### config.mk
export PLATFORM = sky130hd
export DESIGN_NAME = seal_top
export DESIGN_NICKNAME = d
export VERILOG_FILES = /design/src/design/seal_pkg.sv /design/src/design/seal_top.sv
export VERILOG_INCLUDE_DIRS = /design/src /design/src/design
export SDC_FILE = /design/constraint.sdc
export NUM_CORES = 1
export LEC_CHECK = 0
export BUFFER_PORTS_ARGS = -buffer_cell sky130_fd_sc_hd__clkbuf_2
export CELL_PAD_IN_SITES_DETAIL_PLACEMENT = 1
export CELL_PAD_IN_SITES_GLOBAL_PLACEMENT = 1
export CORE_UTILIZATION = 52
export CTS_BUF_LIST = sky130_fd_sc_hd__clkbuf_8
export CTS_CLUSTER_DIAMETER = 40
export DETAILED_ROUTE_END_ITERATION = 10
export PLACE_DENSITY_LB_ADDON = 0.05
export SLEW_MARGIN = 20
export SYNTH_ARGS = -nofsm -noshare
export SYNTH_HDL_FRONTEND = slang
export SYNTH_SLANG_ARGS = --single-unit
### constraint.sdc
create_clock -name mclk -period 17.8 [get_ports mclk]
set_input_delay 1.78 -clock mclk [delete_from_list [all_inputs] [get_ports mclk]]
set_output_delay 1.78 -clock mclk [all_outputs]
set_load 0.05 [all_outputs]
### src/design/seal_consts.svh
// register offsets, field positions, response codes and timing counts of the eeprom loader
// assumes inclusion by bare name from the design file and the testbench
`ifndef SEAL_CONSTS_SVH
`define SEAL_CONSTS_SVH
`define SEAL_OFF_CTRL      8'h70
`define SEAL_OFF_IRQ_STAT  8'h74
`define SEAL_OFF_IRQ_MASK  8'h78
`define SEAL_OFF_LOAD_CNT  8'h7c
`define SEAL_B_START       0
`define SEAL_B_CMD         1
`define SEAL_B_ERR         2
`define SEAL_B_DONE        3
`define SEAL_B_DIV_LO      4
`define SEAL_B_DIV_HI      5
`define SEAL_B_AL_DIS      6
`define SEAL_B_FAST        7
`define SEAL_B_BUSY        8
`define SEAL_B_ADDR_LO     9
`define SEAL_B_ADDR_HI     15
`define SEAL_B_DATA_LO     16
`define SEAL_B_DATA_HI     31
`define SEAL_DIV_8192      14'h1fff
`define SEAL_DIV_4096      14'h0fff
`define SEAL_DIV_2048      14'h07ff
`define SEAL_DIV_256       14'h00ff
`define SEAL_FAST_SHIFT    3
`define SEAL_DEV_WR        8'ha0
`define SEAL_DEV_RD        8'ha1
`define SEAL_LOAD_WORDS    7'h10
`define SEAL_RESP_OKAY     2'h0
`define SEAL_RESP_SLVERR   2'h2
`define SEAL_IRQ_W         3
`define SEAL_IRQ_CYC       0
`define SEAL_IRQ_ERR       1
`define SEAL_IRQ_LOAD      2
`endif

### src/design/seal_pkg.sv
// types shared by the eeprom loader
// uses nothing from the constants header
package seal_pkg;
	typedef enum logic [2:0] {
		ST_IDLE, ST_START, ST_BYTE, ST_ACK, ST_RBYTE, ST_MACK, ST_STOP
	} seal_state_e;
	typedef logic [15:0] seal_word_t;
endpackage

### src/design/seal_top.sv
// serial eeprom access and autoload engine with an axi4-lite register slave
// assumes a two-wire eeprom with pull-ups outside and one 10 MHz clock, mclk
`timescale 1ns/1ps
`include "seal_consts.svh"

module seal_top (
	input  wire logic        mclk,
	input  wire logic        reset,
	input  wire logic        clk_en,
	input  wire logic [7:0]  s_axi_awaddr,
	input  wire logic        s_axi_awvalid,
	output logic             s_axi_awready,
	input  wire logic [31:0] s_axi_wdata,
	input  wire logic [3:0]  s_axi_wstrb,
	input  wire logic        s_axi_wvalid,
	output logic             s_axi_wready,
	output logic [1:0]       s_axi_bresp,
	output logic             s_axi_bvalid,
	input  wire logic        s_axi_bready,
	input  wire logic [7:0]  s_axi_araddr,
	input  wire logic        s_axi_arvalid,
	output logic             s_axi_arready,
	output logic [31:0]      s_axi_rdata,
	output logic [1:0]       s_axi_rresp,
	output logic             s_axi_rvalid,
	input  wire logic        s_axi_rready,
	output logic             ee_scl_o,
	output logic             ee_scl_oe,
	output logic             ee_sda_o,
	output logic             ee_sda_oe,
	input  wire logic        ee_sda_i,
	output logic             load_we,
	output logic [6:0]       load_addr,
	output logic [15:0]      load_data,
	output logic             irq
);
	// control fields
	logic                 start_r, cmd_r, err_r, done_r, al_dis_r, fast_r, busy_r;
	logic [1:0]           div_r;
	logic [6:0]           addr_r;
	seal_pkg::seal_word_t data_r;
	logic [`SEAL_IRQ_W-1:0] ist_r, imask_r;
	logic [6:0]           load_cnt_r;
	// engine
	seal_pkg::seal_state_e st_r;
	logic [13:0]          div_cnt_r;
	logic [1:0]           ph_r;
	logic [2:0]           bit_r;
	logic [1:0]           byte_r;
	logic [7:0]           sh_r;
	seal_pkg::seal_word_t rx_r;
	logic                 is_auto_r, restart_r, nack_r, cyc_wr_r;
	logic                 al_pend_r;
	// bus
	logic                 aw_r, w_r;
	logic [7:0]           awa_r;
	logic [31:0]          wd_r;
	logic [3:0]           ws_r;
	logic                 wr_go, rd_go, fin, tick;
	logic [13:0]          div_lim;

	// divider limit; autoload in fast mode shortens the tick by eight
	function automatic logic [13:0] lim_of(input logic [1:0] sel, input logic fast);
		logic [13:0] l;
		l = `SEAL_DIV_8192;
		unique case (sel)
			2'h0: l = `SEAL_DIV_8192;
			2'h1: l = `SEAL_DIV_4096;
			2'h2: l = `SEAL_DIV_2048;
			2'h3: l = `SEAL_DIV_256;
		endcase
		if (fast)
			l = l >> `SEAL_FAST_SHIFT;
		return l;
	endfunction

	// quarter-period of the serial clock; four ticks per bit gives the full ratio
	assign div_lim = lim_of(div_r, fast_r & is_auto_r) >> 2;
	assign tick    = clk_en && (st_r != seal_pkg::ST_IDLE) && (div_cnt_r >= div_lim);

	// write channels are taken independently and answered once both arrived
	assign s_axi_awready = !aw_r && !s_axi_bvalid;
	assign s_axi_wready  = !w_r && !s_axi_bvalid;
	assign wr_go = aw_r && w_r && !s_axi_bvalid && clk_en;
	assign rd_go = s_axi_arvalid && s_axi_arready && clk_en;
	assign s_axi_arready = !s_axi_rvalid;

	always_ff @(posedge mclk or posedge reset) begin
		if (reset) begin
			aw_r <= 1'b0;
			w_r  <= 1'b0;
			awa_r <= 8'h00;
			wd_r <= 32'h0000_0000;
			ws_r <= 4'h0;
			s_axi_bvalid <= 1'b0;
			s_axi_bresp  <= `SEAL_RESP_OKAY;
		end else if (clk_en) begin
			if (s_axi_awvalid && s_axi_awready) begin
				aw_r  <= 1'b1;
				awa_r <= s_axi_awaddr;
			end
			if (s_axi_wvalid && s_axi_wready) begin
				w_r  <= 1'b1;
				wd_r <= s_axi_wdata;
				ws_r <= s_axi_wstrb;
			end
			if (wr_go) begin
				aw_r <= 1'b0;
				w_r  <= 1'b0;
				s_axi_bvalid <= 1'b1;
				s_axi_bresp <= (awa_r[7:4] == 4'h7) ? `SEAL_RESP_OKAY : `SEAL_RESP_SLVERR;
			end else if (s_axi_bvalid && s_axi_bready)
				s_axi_bvalid <= 1'b0;
		end
	end

	// read data is registered; unmapped words answer slave error with zero data
	always_ff @(posedge mclk or posedge reset) begin
		if (reset) begin
			s_axi_rvalid <= 1'b0;
			s_axi_rdata  <= 32'h0000_0000;
			s_axi_rresp  <= `SEAL_RESP_OKAY;
		end else if (clk_en) begin
			if (rd_go) begin
				s_axi_rvalid <= 1'b1;
				s_axi_rresp  <= `SEAL_RESP_OKAY;
				unique case ({s_axi_araddr[7:2], 2'b00})
					`SEAL_OFF_CTRL: s_axi_rdata <= {data_r, addr_r, busy_r, fast_r, al_dis_r,
						div_r, done_r, err_r, cmd_r, start_r};
					`SEAL_OFF_IRQ_STAT: s_axi_rdata <= {29'h0, ist_r};
					`SEAL_OFF_IRQ_MASK: s_axi_rdata <= {29'h0, imask_r};
					`SEAL_OFF_LOAD_CNT: s_axi_rdata <= {25'h0, load_cnt_r};
					default: begin
						s_axi_rdata <= 32'h0000_0000;
						s_axi_rresp <= `SEAL_RESP_SLVERR;
					end
				endcase
			end else if (s_axi_rvalid && s_axi_rready)
				s_axi_rvalid <= 1'b0;
		end
	end

	// software fields of the control word; the engine owns start when it ends
	always_ff @(posedge mclk or posedge reset) begin
		if (reset) begin
			start_r  <= 1'b0;
			cmd_r    <= 1'b0;
			div_r    <= 2'h0;
			al_dis_r <= 1'b0;
			fast_r   <= 1'b1;
			addr_r   <= 7'h00;
			data_r   <= 16'h0000;
			imask_r  <= '0;
		end else if (clk_en) begin
			if (wr_go && awa_r == `SEAL_OFF_CTRL) begin
				if (ws_r[0]) begin
					if (!start_r && !busy_r && wd_r[`SEAL_B_START])
						start_r <= 1'b1;
					cmd_r    <= wd_r[`SEAL_B_CMD];
					div_r    <= wd_r[`SEAL_B_DIV_HI:`SEAL_B_DIV_LO];
					al_dis_r <= wd_r[`SEAL_B_AL_DIS];
					fast_r   <= wd_r[`SEAL_B_FAST];
				end
				if (ws_r[1])
					addr_r <= wd_r[`SEAL_B_ADDR_HI:`SEAL_B_ADDR_LO];
				if (ws_r[3:2] == 2'b11 && !start_r)
					data_r <= wd_r[`SEAL_B_DATA_HI:`SEAL_B_DATA_LO];
			end
			if (wr_go && awa_r == `SEAL_OFF_IRQ_MASK && ws_r[0])
				imask_r <= wd_r[`SEAL_IRQ_W-1:0];
			if (fin && !is_auto_r) begin
				start_r <= 1'b0;
				if (!cyc_wr_r)
					data_r <= rx_r;
			end
		end
	end

	// cycle end pulse: stop condition finished
	assign fin = tick && st_r == seal_pkg::ST_STOP && ph_r == 2'h3;

	// serial engine: start, device byte, word address, then data write or restart and read
	always_ff @(posedge mclk or posedge reset) begin
		if (reset) begin
			st_r <= seal_pkg::ST_IDLE;
			div_cnt_r <= 14'h0000;
			ph_r <= 2'h0;
			bit_r <= 3'h0;
			byte_r <= 2'h0;
			sh_r <= 8'h00;
			rx_r <= 16'h0000;
			is_auto_r <= 1'b0;
			restart_r <= 1'b0;
			nack_r <= 1'b0;
			cyc_wr_r <= 1'b0;
			load_cnt_r <= 7'h00;
			al_pend_r <= 1'b1;
			ee_scl_oe <= 1'b0;
			ee_sda_oe <= 1'b0;
		end else if (clk_en) begin
			// idle holds the count at zero so the first quarter of a frame is a full one
			div_cnt_r <= (tick || st_r == seal_pkg::ST_IDLE) ? 14'h0000 : div_cnt_r + 14'h0001;
			unique case (st_r)
				seal_pkg::ST_IDLE: begin
					ee_scl_oe <= 1'b0;
					ee_sda_oe <= 1'b0;
					ph_r <= 2'h0;
					restart_r <= 1'b0;
					nack_r <= 1'b0;
					if (al_pend_r && !al_dis_r && load_cnt_r < `SEAL_LOAD_WORDS) begin
						is_auto_r <= 1'b1;
						cyc_wr_r <= 1'b0;
						st_r <= seal_pkg::ST_START;
					end else if (start_r) begin
						al_pend_r <= 1'b0;
						is_auto_r <= 1'b0;
						cyc_wr_r <= cmd_r;
						st_r <= seal_pkg::ST_START;
					end else
						al_pend_r <= 1'b0;
				end
				seal_pkg::ST_START: if (tick) begin
					// sda falls while scl high; released lines read high
					ph_r <= ph_r + 2'h1;
					ee_scl_oe <= (ph_r == 2'h3);
					ee_sda_oe <= (ph_r >= 2'h2);
					if (ph_r == 2'h3) begin
						sh_r <= (restart_r) ? `SEAL_DEV_RD : `SEAL_DEV_WR;
						byte_r <= restart_r ? 2'h3 : 2'h0;
						bit_r <= 3'h7;
						st_r <= seal_pkg::ST_BYTE;
					end
				end
				seal_pkg::ST_BYTE: if (tick) begin
					ph_r <= ph_r + 2'h1;
					ee_sda_oe <= !sh_r[7];
					ee_scl_oe <= !(ph_r == 2'h1 || ph_r == 2'h2);
					if (ph_r == 2'h3) begin
						sh_r <= {sh_r[6:0], 1'b0};
						bit_r <= bit_r - 3'h1;
						if (bit_r == 3'h0)
							st_r <= seal_pkg::ST_ACK;
					end
				end
				seal_pkg::ST_ACK: if (tick) begin
					ph_r <= ph_r + 2'h1;
					ee_sda_oe <= 1'b0;
					ee_scl_oe <= !(ph_r == 2'h1 || ph_r == 2'h2);
					if (ph_r == 2'h2 && ee_sda_i)
						nack_r <= 1'b1;
					if (ph_r == 2'h3) begin
						byte_r <= byte_r + 2'h1;
						bit_r <= 3'h7;
						if (nack_r)
							st_r <= seal_pkg::ST_STOP;
						else if (byte_r == 2'h0) begin
							sh_r <= {1'b0, is_auto_r ? load_cnt_r : addr_r};
							st_r <= seal_pkg::ST_BYTE;
						end else if (byte_r == 2'h1 && !cyc_wr_r) begin
							restart_r <= 1'b1;
							st_r <= seal_pkg::ST_START;
						end else if (byte_r == 2'h1) begin
							sh_r <= data_r[15:8];
							st_r <= seal_pkg::ST_BYTE;
						end else if (byte_r == 2'h2) begin
							sh_r <= data_r[7:0];
							st_r <= seal_pkg::ST_BYTE;
						end else if (!cyc_wr_r)
							st_r <= seal_pkg::ST_RBYTE;   // read device byte taken
						else
							st_r <= seal_pkg::ST_STOP;    // low data byte taken
					end
				end
				seal_pkg::ST_RBYTE: if (tick) begin
					ph_r <= ph_r + 2'h1;
					ee_sda_oe <= 1'b0;
					ee_scl_oe <= !(ph_r == 2'h1 || ph_r == 2'h2);
					if (ph_r == 2'h2)
						rx_r <= {rx_r[14:0], ee_sda_i};
					if (ph_r == 2'h3) begin
						bit_r <= bit_r - 3'h1;
						if (bit_r == 3'h0)
							st_r <= seal_pkg::ST_MACK;
					end
				end
				seal_pkg::ST_MACK: if (tick) begin
					// ack the high byte, leave the low byte unacked
					ph_r <= ph_r + 2'h1;
					// the byte count wrapped to zero on the read device byte: zero is the high byte
					ee_sda_oe <= (byte_r == 2'h0);
					ee_scl_oe <= !(ph_r == 2'h1 || ph_r == 2'h2);
					if (ph_r == 2'h3) begin
						bit_r <= 3'h7;
						byte_r <= byte_r + 2'h1;
						st_r <= (byte_r == 2'h0) ? seal_pkg::ST_RBYTE : seal_pkg::ST_STOP;
					end
				end
				seal_pkg::ST_STOP: if (tick) begin
					ph_r <= ph_r + 2'h1;
					ee_scl_oe <= (ph_r == 2'h0);
					ee_sda_oe <= (ph_r <= 2'h1);
					if (ph_r == 2'h3) begin
						st_r <= seal_pkg::ST_IDLE;
						if (is_auto_r && !nack_r)
							load_cnt_r <= load_cnt_r + 7'h01;
						if (is_auto_r && nack_r)
							al_pend_r <= 1'b0;    // an unanswered load gives up
					end
				end
			endcase
		end
	end

	// status flags; error holds until the next cycle ends
	always_ff @(posedge mclk or posedge reset) begin
		if (reset) begin
			err_r <= 1'b0;
			done_r <= 1'b0;
			busy_r <= 1'b0;
		end else if (clk_en) begin
			if (fin)
				err_r <= nack_r;
			busy_r <= (st_r != seal_pkg::ST_IDLE && is_auto_r) ||
				(st_r == seal_pkg::ST_IDLE && al_pend_r && !al_dis_r);
			if (fin && is_auto_r && !nack_r && load_cnt_r == `SEAL_LOAD_WORDS - 7'h01)
				done_r <= 1'b1;
		end
	end

	// word handed to the configuration space after each acknowledged autoload read
	always_ff @(posedge mclk or posedge reset) begin
		if (reset) begin
			load_we <= 1'b0;
			load_addr <= 7'h00;
			load_data <= 16'h0000;
		end else if (clk_en) begin
			load_we <= fin && is_auto_r && !nack_r;
			if (fin && is_auto_r) begin
				load_addr <= load_cnt_r;
				load_data <= rx_r;
			end
		end
	end

	// sticky events, set wins over write-one-to-clear
	always_ff @(posedge mclk or posedge reset) begin
		if (reset)
			ist_r <= '0;
		else if (clk_en) begin
			if (wr_go && awa_r == `SEAL_OFF_IRQ_STAT && ws_r[0])
				ist_r <= ist_r & ~wd_r[`SEAL_IRQ_W-1:0];
			if (fin && !is_auto_r)
				ist_r[`SEAL_IRQ_CYC] <= 1'b1;
			if (fin && nack_r)
				ist_r[`SEAL_IRQ_ERR] <= 1'b1;
			if (fin && is_auto_r && !nack_r && load_cnt_r == `SEAL_LOAD_WORDS - 7'h01)
				ist_r[`SEAL_IRQ_LOAD] <= 1'b1;
		end
	end

	assign irq = |(ist_r & imask_r);
	// lines are open drain: output value is always low, enable pulls
	assign ee_scl_o = 1'b0;
	assign ee_sda_o = 1'b0;

	property p_start_clears;
		@(posedge mclk) disable iff (reset) fin && !is_auto_r |=> !start_r;
	endproperty
	a_start_clears: assert property (p_start_clears) else $error("start not cleared");

	property p_busy_auto;
		@(posedge mclk) disable iff (reset)
			clk_en && st_r != seal_pkg::ST_IDLE && is_auto_r |=> busy_r;
	endproperty
	a_busy_auto: assert property (p_busy_auto) else $error("busy low during load");

	property p_no_auto_dis;
		@(posedge mclk) disable iff (reset)
			st_r == seal_pkg::ST_IDLE && al_dis_r && clk_en |=> !is_auto_r || st_r == seal_pkg::ST_IDLE;
	endproperty
	a_no_auto_dis: assert property (p_no_auto_dis) else $error("autoload while disabled");

	property p_err_set;
		@(posedge mclk) disable iff (reset) fin && nack_r |=> err_r;
	endproperty
	a_err_set: assert property (p_err_set) else $error("error flag missed");

	property p_done_ok;
		@(posedge mclk) disable iff (reset) $rose(done_r) |-> $past(is_auto_r) && !$past(nack_r);
	endproperty
	a_done_ok: assert property (p_done_ok) else $error("complete without good load");

	property p_read_data;
		@(posedge mclk) disable iff (reset) fin && !is_auto_r && !cyc_wr_r |=> data_r == $past(rx_r);
	endproperty
	a_read_data: assert property (p_read_data) else $error("read word not stored");

	property p_tick_span;
		@(posedge mclk) disable iff (reset) tick |-> div_cnt_r == div_lim;
	endproperty
	a_tick_span: assert property (p_tick_span) else $error("divider tick off");

	property p_launch;
		@(posedge mclk) disable iff (reset)
			$rose(start_r) && !al_pend_r && clk_en |=> st_r == seal_pkg::ST_START;
	endproperty
	a_launch: assert property (p_launch) else $error("cycle did not launch");
endmodule

==> results_dict.tcl <==
set metrics [dict create \
    nets 993 \
    die_w_um 137 \
    cts_buffers 37 \
    drt_iter0_markers 294 \
    synth-xor-area-share 0.0156 \
    power_density_mw_per_mm2 110 \
    fillers 1873 \
    postCtsSetupBuffers 0 \
    path_cells "clkbuf_2, buf_4, nand3_2, or4b_2, nor3_4, buf_6, a22o_1" \
    core_area_mm2 0.0180 \
    final_cell_mix "dfrtp_1, clkbuf_2, mux2_2" \
    synth_seq_cells 204 \
    min_to "load_addr[2]$_DFFE_PP0P_" \
    grt_use_total 0.276 \
    final_common_cell "dfrtp_1" \
    fin_crit_ps 4630 \
    cts_hold_buf 0 \
    reg2reg_from "fast_r$_DFFE_PP1P_" \
    clock_sinks 204 \
    htreeDepth 2 \
    start_kind "primary input" \
    die-area_mm2 0.0189 \
    path_max_fanout 47 \
    ant_nets 0 \
    slew_headroom 0.384 \
    worstPathArrival_ps 5090 \
    slew_viol_final 0 \
    crit_family "simple AND/OR/NAND/NOR gates" \
    crit_path_top_delay_cell "or4b_2" \
    vdd_drop_max_mv 0.114 \
    critPathRequiredTime_ps 18250 \
    ios 131 \
    end_kind "register" \
    synth_compound_area_frac 0.0989 \
    synth_fa_ha_area_frac 0.0260 \
    cap_violations 0 \
    dpl.hpwl_um 17000 \
    num_antenna_cells 0 \
    cts_tree "built" \
    p_leak_nw 5.39 \
    grt.overflow.total 0 \
    crit_start "clk_en" \
    min_path_cells 1 \
    async_flop_share 1.00 \
    synth_cell_types 72 \
    cts_root_buf "clkbuf_8" \
    r2r_cells 9 \
    fin_crit_sh 0.260 \
    critPathKind "primary input to register" \
    layout-drive-gt1-share 0.328 \
    routed_wl_um 25000 \
    fin_tns_setup_ps 0 \
    max_freq_ghz 0.216 \
    cts_buffer_depth 3 \
    r2r_setup_slack_ps 14330 \
    grt_pass1_vias 7408 \
    timing.final.ws_setup_ps 13170 \
    port_buffers 122 \
    rsz0062_at_grt "no" \
    yosysWarnings 0 \
    die_h_um 137 \
    critPathBufInv 3 \
    yosys.area_share.simple 0.106 \
    start_util 0.531 \
    place_ws_ps 12320 \
    vias 6875 \
    vias_per_cell 5.90 \
    tightest_slew_ps 924 \
    grt_pass1_wl_um 39700 \
    antenna_found_initial 0 \
    drt_drc_violations_left 0 \
    clk_pin_slew_ps 60 \
    synth.avg_cell_area_um2 12.1 \
    fp-row-count 49 \
    grt_max_degree 136 \
    hp-class "register to register" \
    avgRoutedWirePerCell_um 21.5 \
    synth_top_family_by_area "multiplexers" \
    synth_edf_count 0 \
    r2r_end "load_data[0]$_DFFE_PP0P_" \
    multi_input_area_mm2 0.00412 \
    hold_viol 0 \
    gp_congestion 0.864 \
    ys.flop_type "dfrtp_1" \
    drtPass1Iterations 5 \
    synthMuxAreaShare 0.183 \
    min_from "load_addr[2]$_DFFE_PP0P_" \
    status "finished clean" \
    clock_latency_ps 530 \
    setup_viol 0 \
    synth.yosys.seq_area_share 0.535 \
    finClkSkew_ps 33.9 \
    post_cts_resized 0 \
    syn_to_final_growth_pct 15.4 \
    syn_inst 789 \
    netlist_area_mm2 0.00954 \
    max_stage_delay_ps 1020 \
    final-seq-area_mm2 0.00511 \
]
==> Yosys cell counts, types with 5 or more instances <==
library cell | number | area share
buf_6 | 5 | 0.0059
and3_1 | 5 | 0.0033
nand4_1 | 5 | 0.0033
clkbuf_1 | 26 | 0.010
a22o_1 | 30 | 0.028
nand2_1 | 60 | 0.024
mux2i_1 | 45 | 0.047
buf_2 | 7 | 0.0037
mux2_2 | 106 | 0.13
a21oi_1 | 19 | 0.010
nor3_1 | 8 | 0.0042
xor2_1 | 10 | 0.0092
buf_4 | 6 | 0.0047
o22ai_1 | 6 | 0.0039
ha_1 | 19 | 0.025
nand3_1 | 6 | 0.0031
nor2_1 | 44 | 0.017
inv_1 | 24 | 0.0094
nor2b_1 | 20 | 0.013
a31oi_1 | 5 | 0.0033
and4_1 | 5 | 0.0046
xnor2_1 | 7 | 0.0064
o21a_1 | 5 | 0.0039
o21ai_0 | 29 | 0.015
a22oi_1 | 6 | 0.0047
dfrtp_1 | 202 | 0.53
==> registers in the layout (all words and copies together), names as in the netlist, 8 cells and up <==
name / flops
awa_r: 8
data_r: 16
div_cnt_r: 14
load_data: 16
rx_r: 16
s_axi_rdata: 32
sh_r: 8
wd_r: 30
==> per-layer routing <==
| metal | share of wire | GRT usage | wire [µm] | up-vias |
|---|---|---|---|---|
| li1 | - | - | - | 3084 |
| met1 | 0.42 | 0.344 | 10600 | 3537 |
| met2 | 0.50 | 0.473 | 12500 | 190 |
| met3 | 0.050 | 0.0592 | 1240 | 64 |
| met4 | 0.029 | 0.0958 | 716 | 0 |
| met5 | 0 | 0 | 0 | - |
==> worst max-delay path by stage <==
stage | to | slack, ps | depth (start not counted)
after floorplan | addr_r[0]$_DFFE_PP0P_ | 10460 | 1
after global placement | s_axi_rdata[24]$_DFFE_PP0P_ | 12450 | 6
after detailed placement | s_axi_rdata[19]$_DFFE_PP0P_ | 12320 | 6
after CTS | s_axi_rdata[18]$_DFFE_PP0P_ | 12830 | 6
after global routing | s_axi_rdata[28]$_DFFE_PP0P_ | 13020 | 7
final | s_axi_rdata[18]$_DFFE_PP0P_ | 13170 | 7
==> power by group <==
part / internal (mW) / switching [mW] / leakage, nW
clock: 0.252 / 0.193 / 0.425
combinational: 0.0795 / 0.103 / 2.27
sequential: 0.529 / 0.0522 / 2.70
==> worst register-to-register path: stages, from the launching register on <==
cell and delay, ps:
dfstp_2 580, nand2_1 130, nor2_1 260, ha_1 230
o21a_1 120, o2111ai_1 170, or3b_1 500, a21boi_4 310
and2_2 600, mux2_2 430
==> metrics by stage <==
step | hold slack (ps) | util | cells | power [mW] | area [µm²]
floorplan | 444 | - | 792 | 0.714 | 9550
global route | 504 | 0.613 | 1166 | 1.26 | 11000
global placement | 466 | 0.571 | 1102 | 0.753 | 10300
CTS | 494 | 0.612 | 1165 | 1.22 | 11000
detailed placement | 479 | 0.571 | 1102 | 0.771 | 10300
finish | 489 | 0.613 | 1166 | 1.21 | 11000
==> final cells by class <==
cell class	count	share of cell area
flip-flops and latches	204	0.464
clock buffers	44	0.0550
well taps	229	0.0260
clock inverters	19	0.0119
multi-input cells	518	0.374
repair buffers	128	0.0599
inverters	24	0.00886
==> logic make-up after synthesis <==
family,Yosys count
buffers and inverters,70
adder cells (fa/ha/maj),20
other,1
flip-flops,204
XOR/XNOR,17
AO/OA/AOI/OAI,132
multiplexers,157
AND/OR/NAND/NOR,188
No activity file was read; power rests on OpenSTA's default activity.
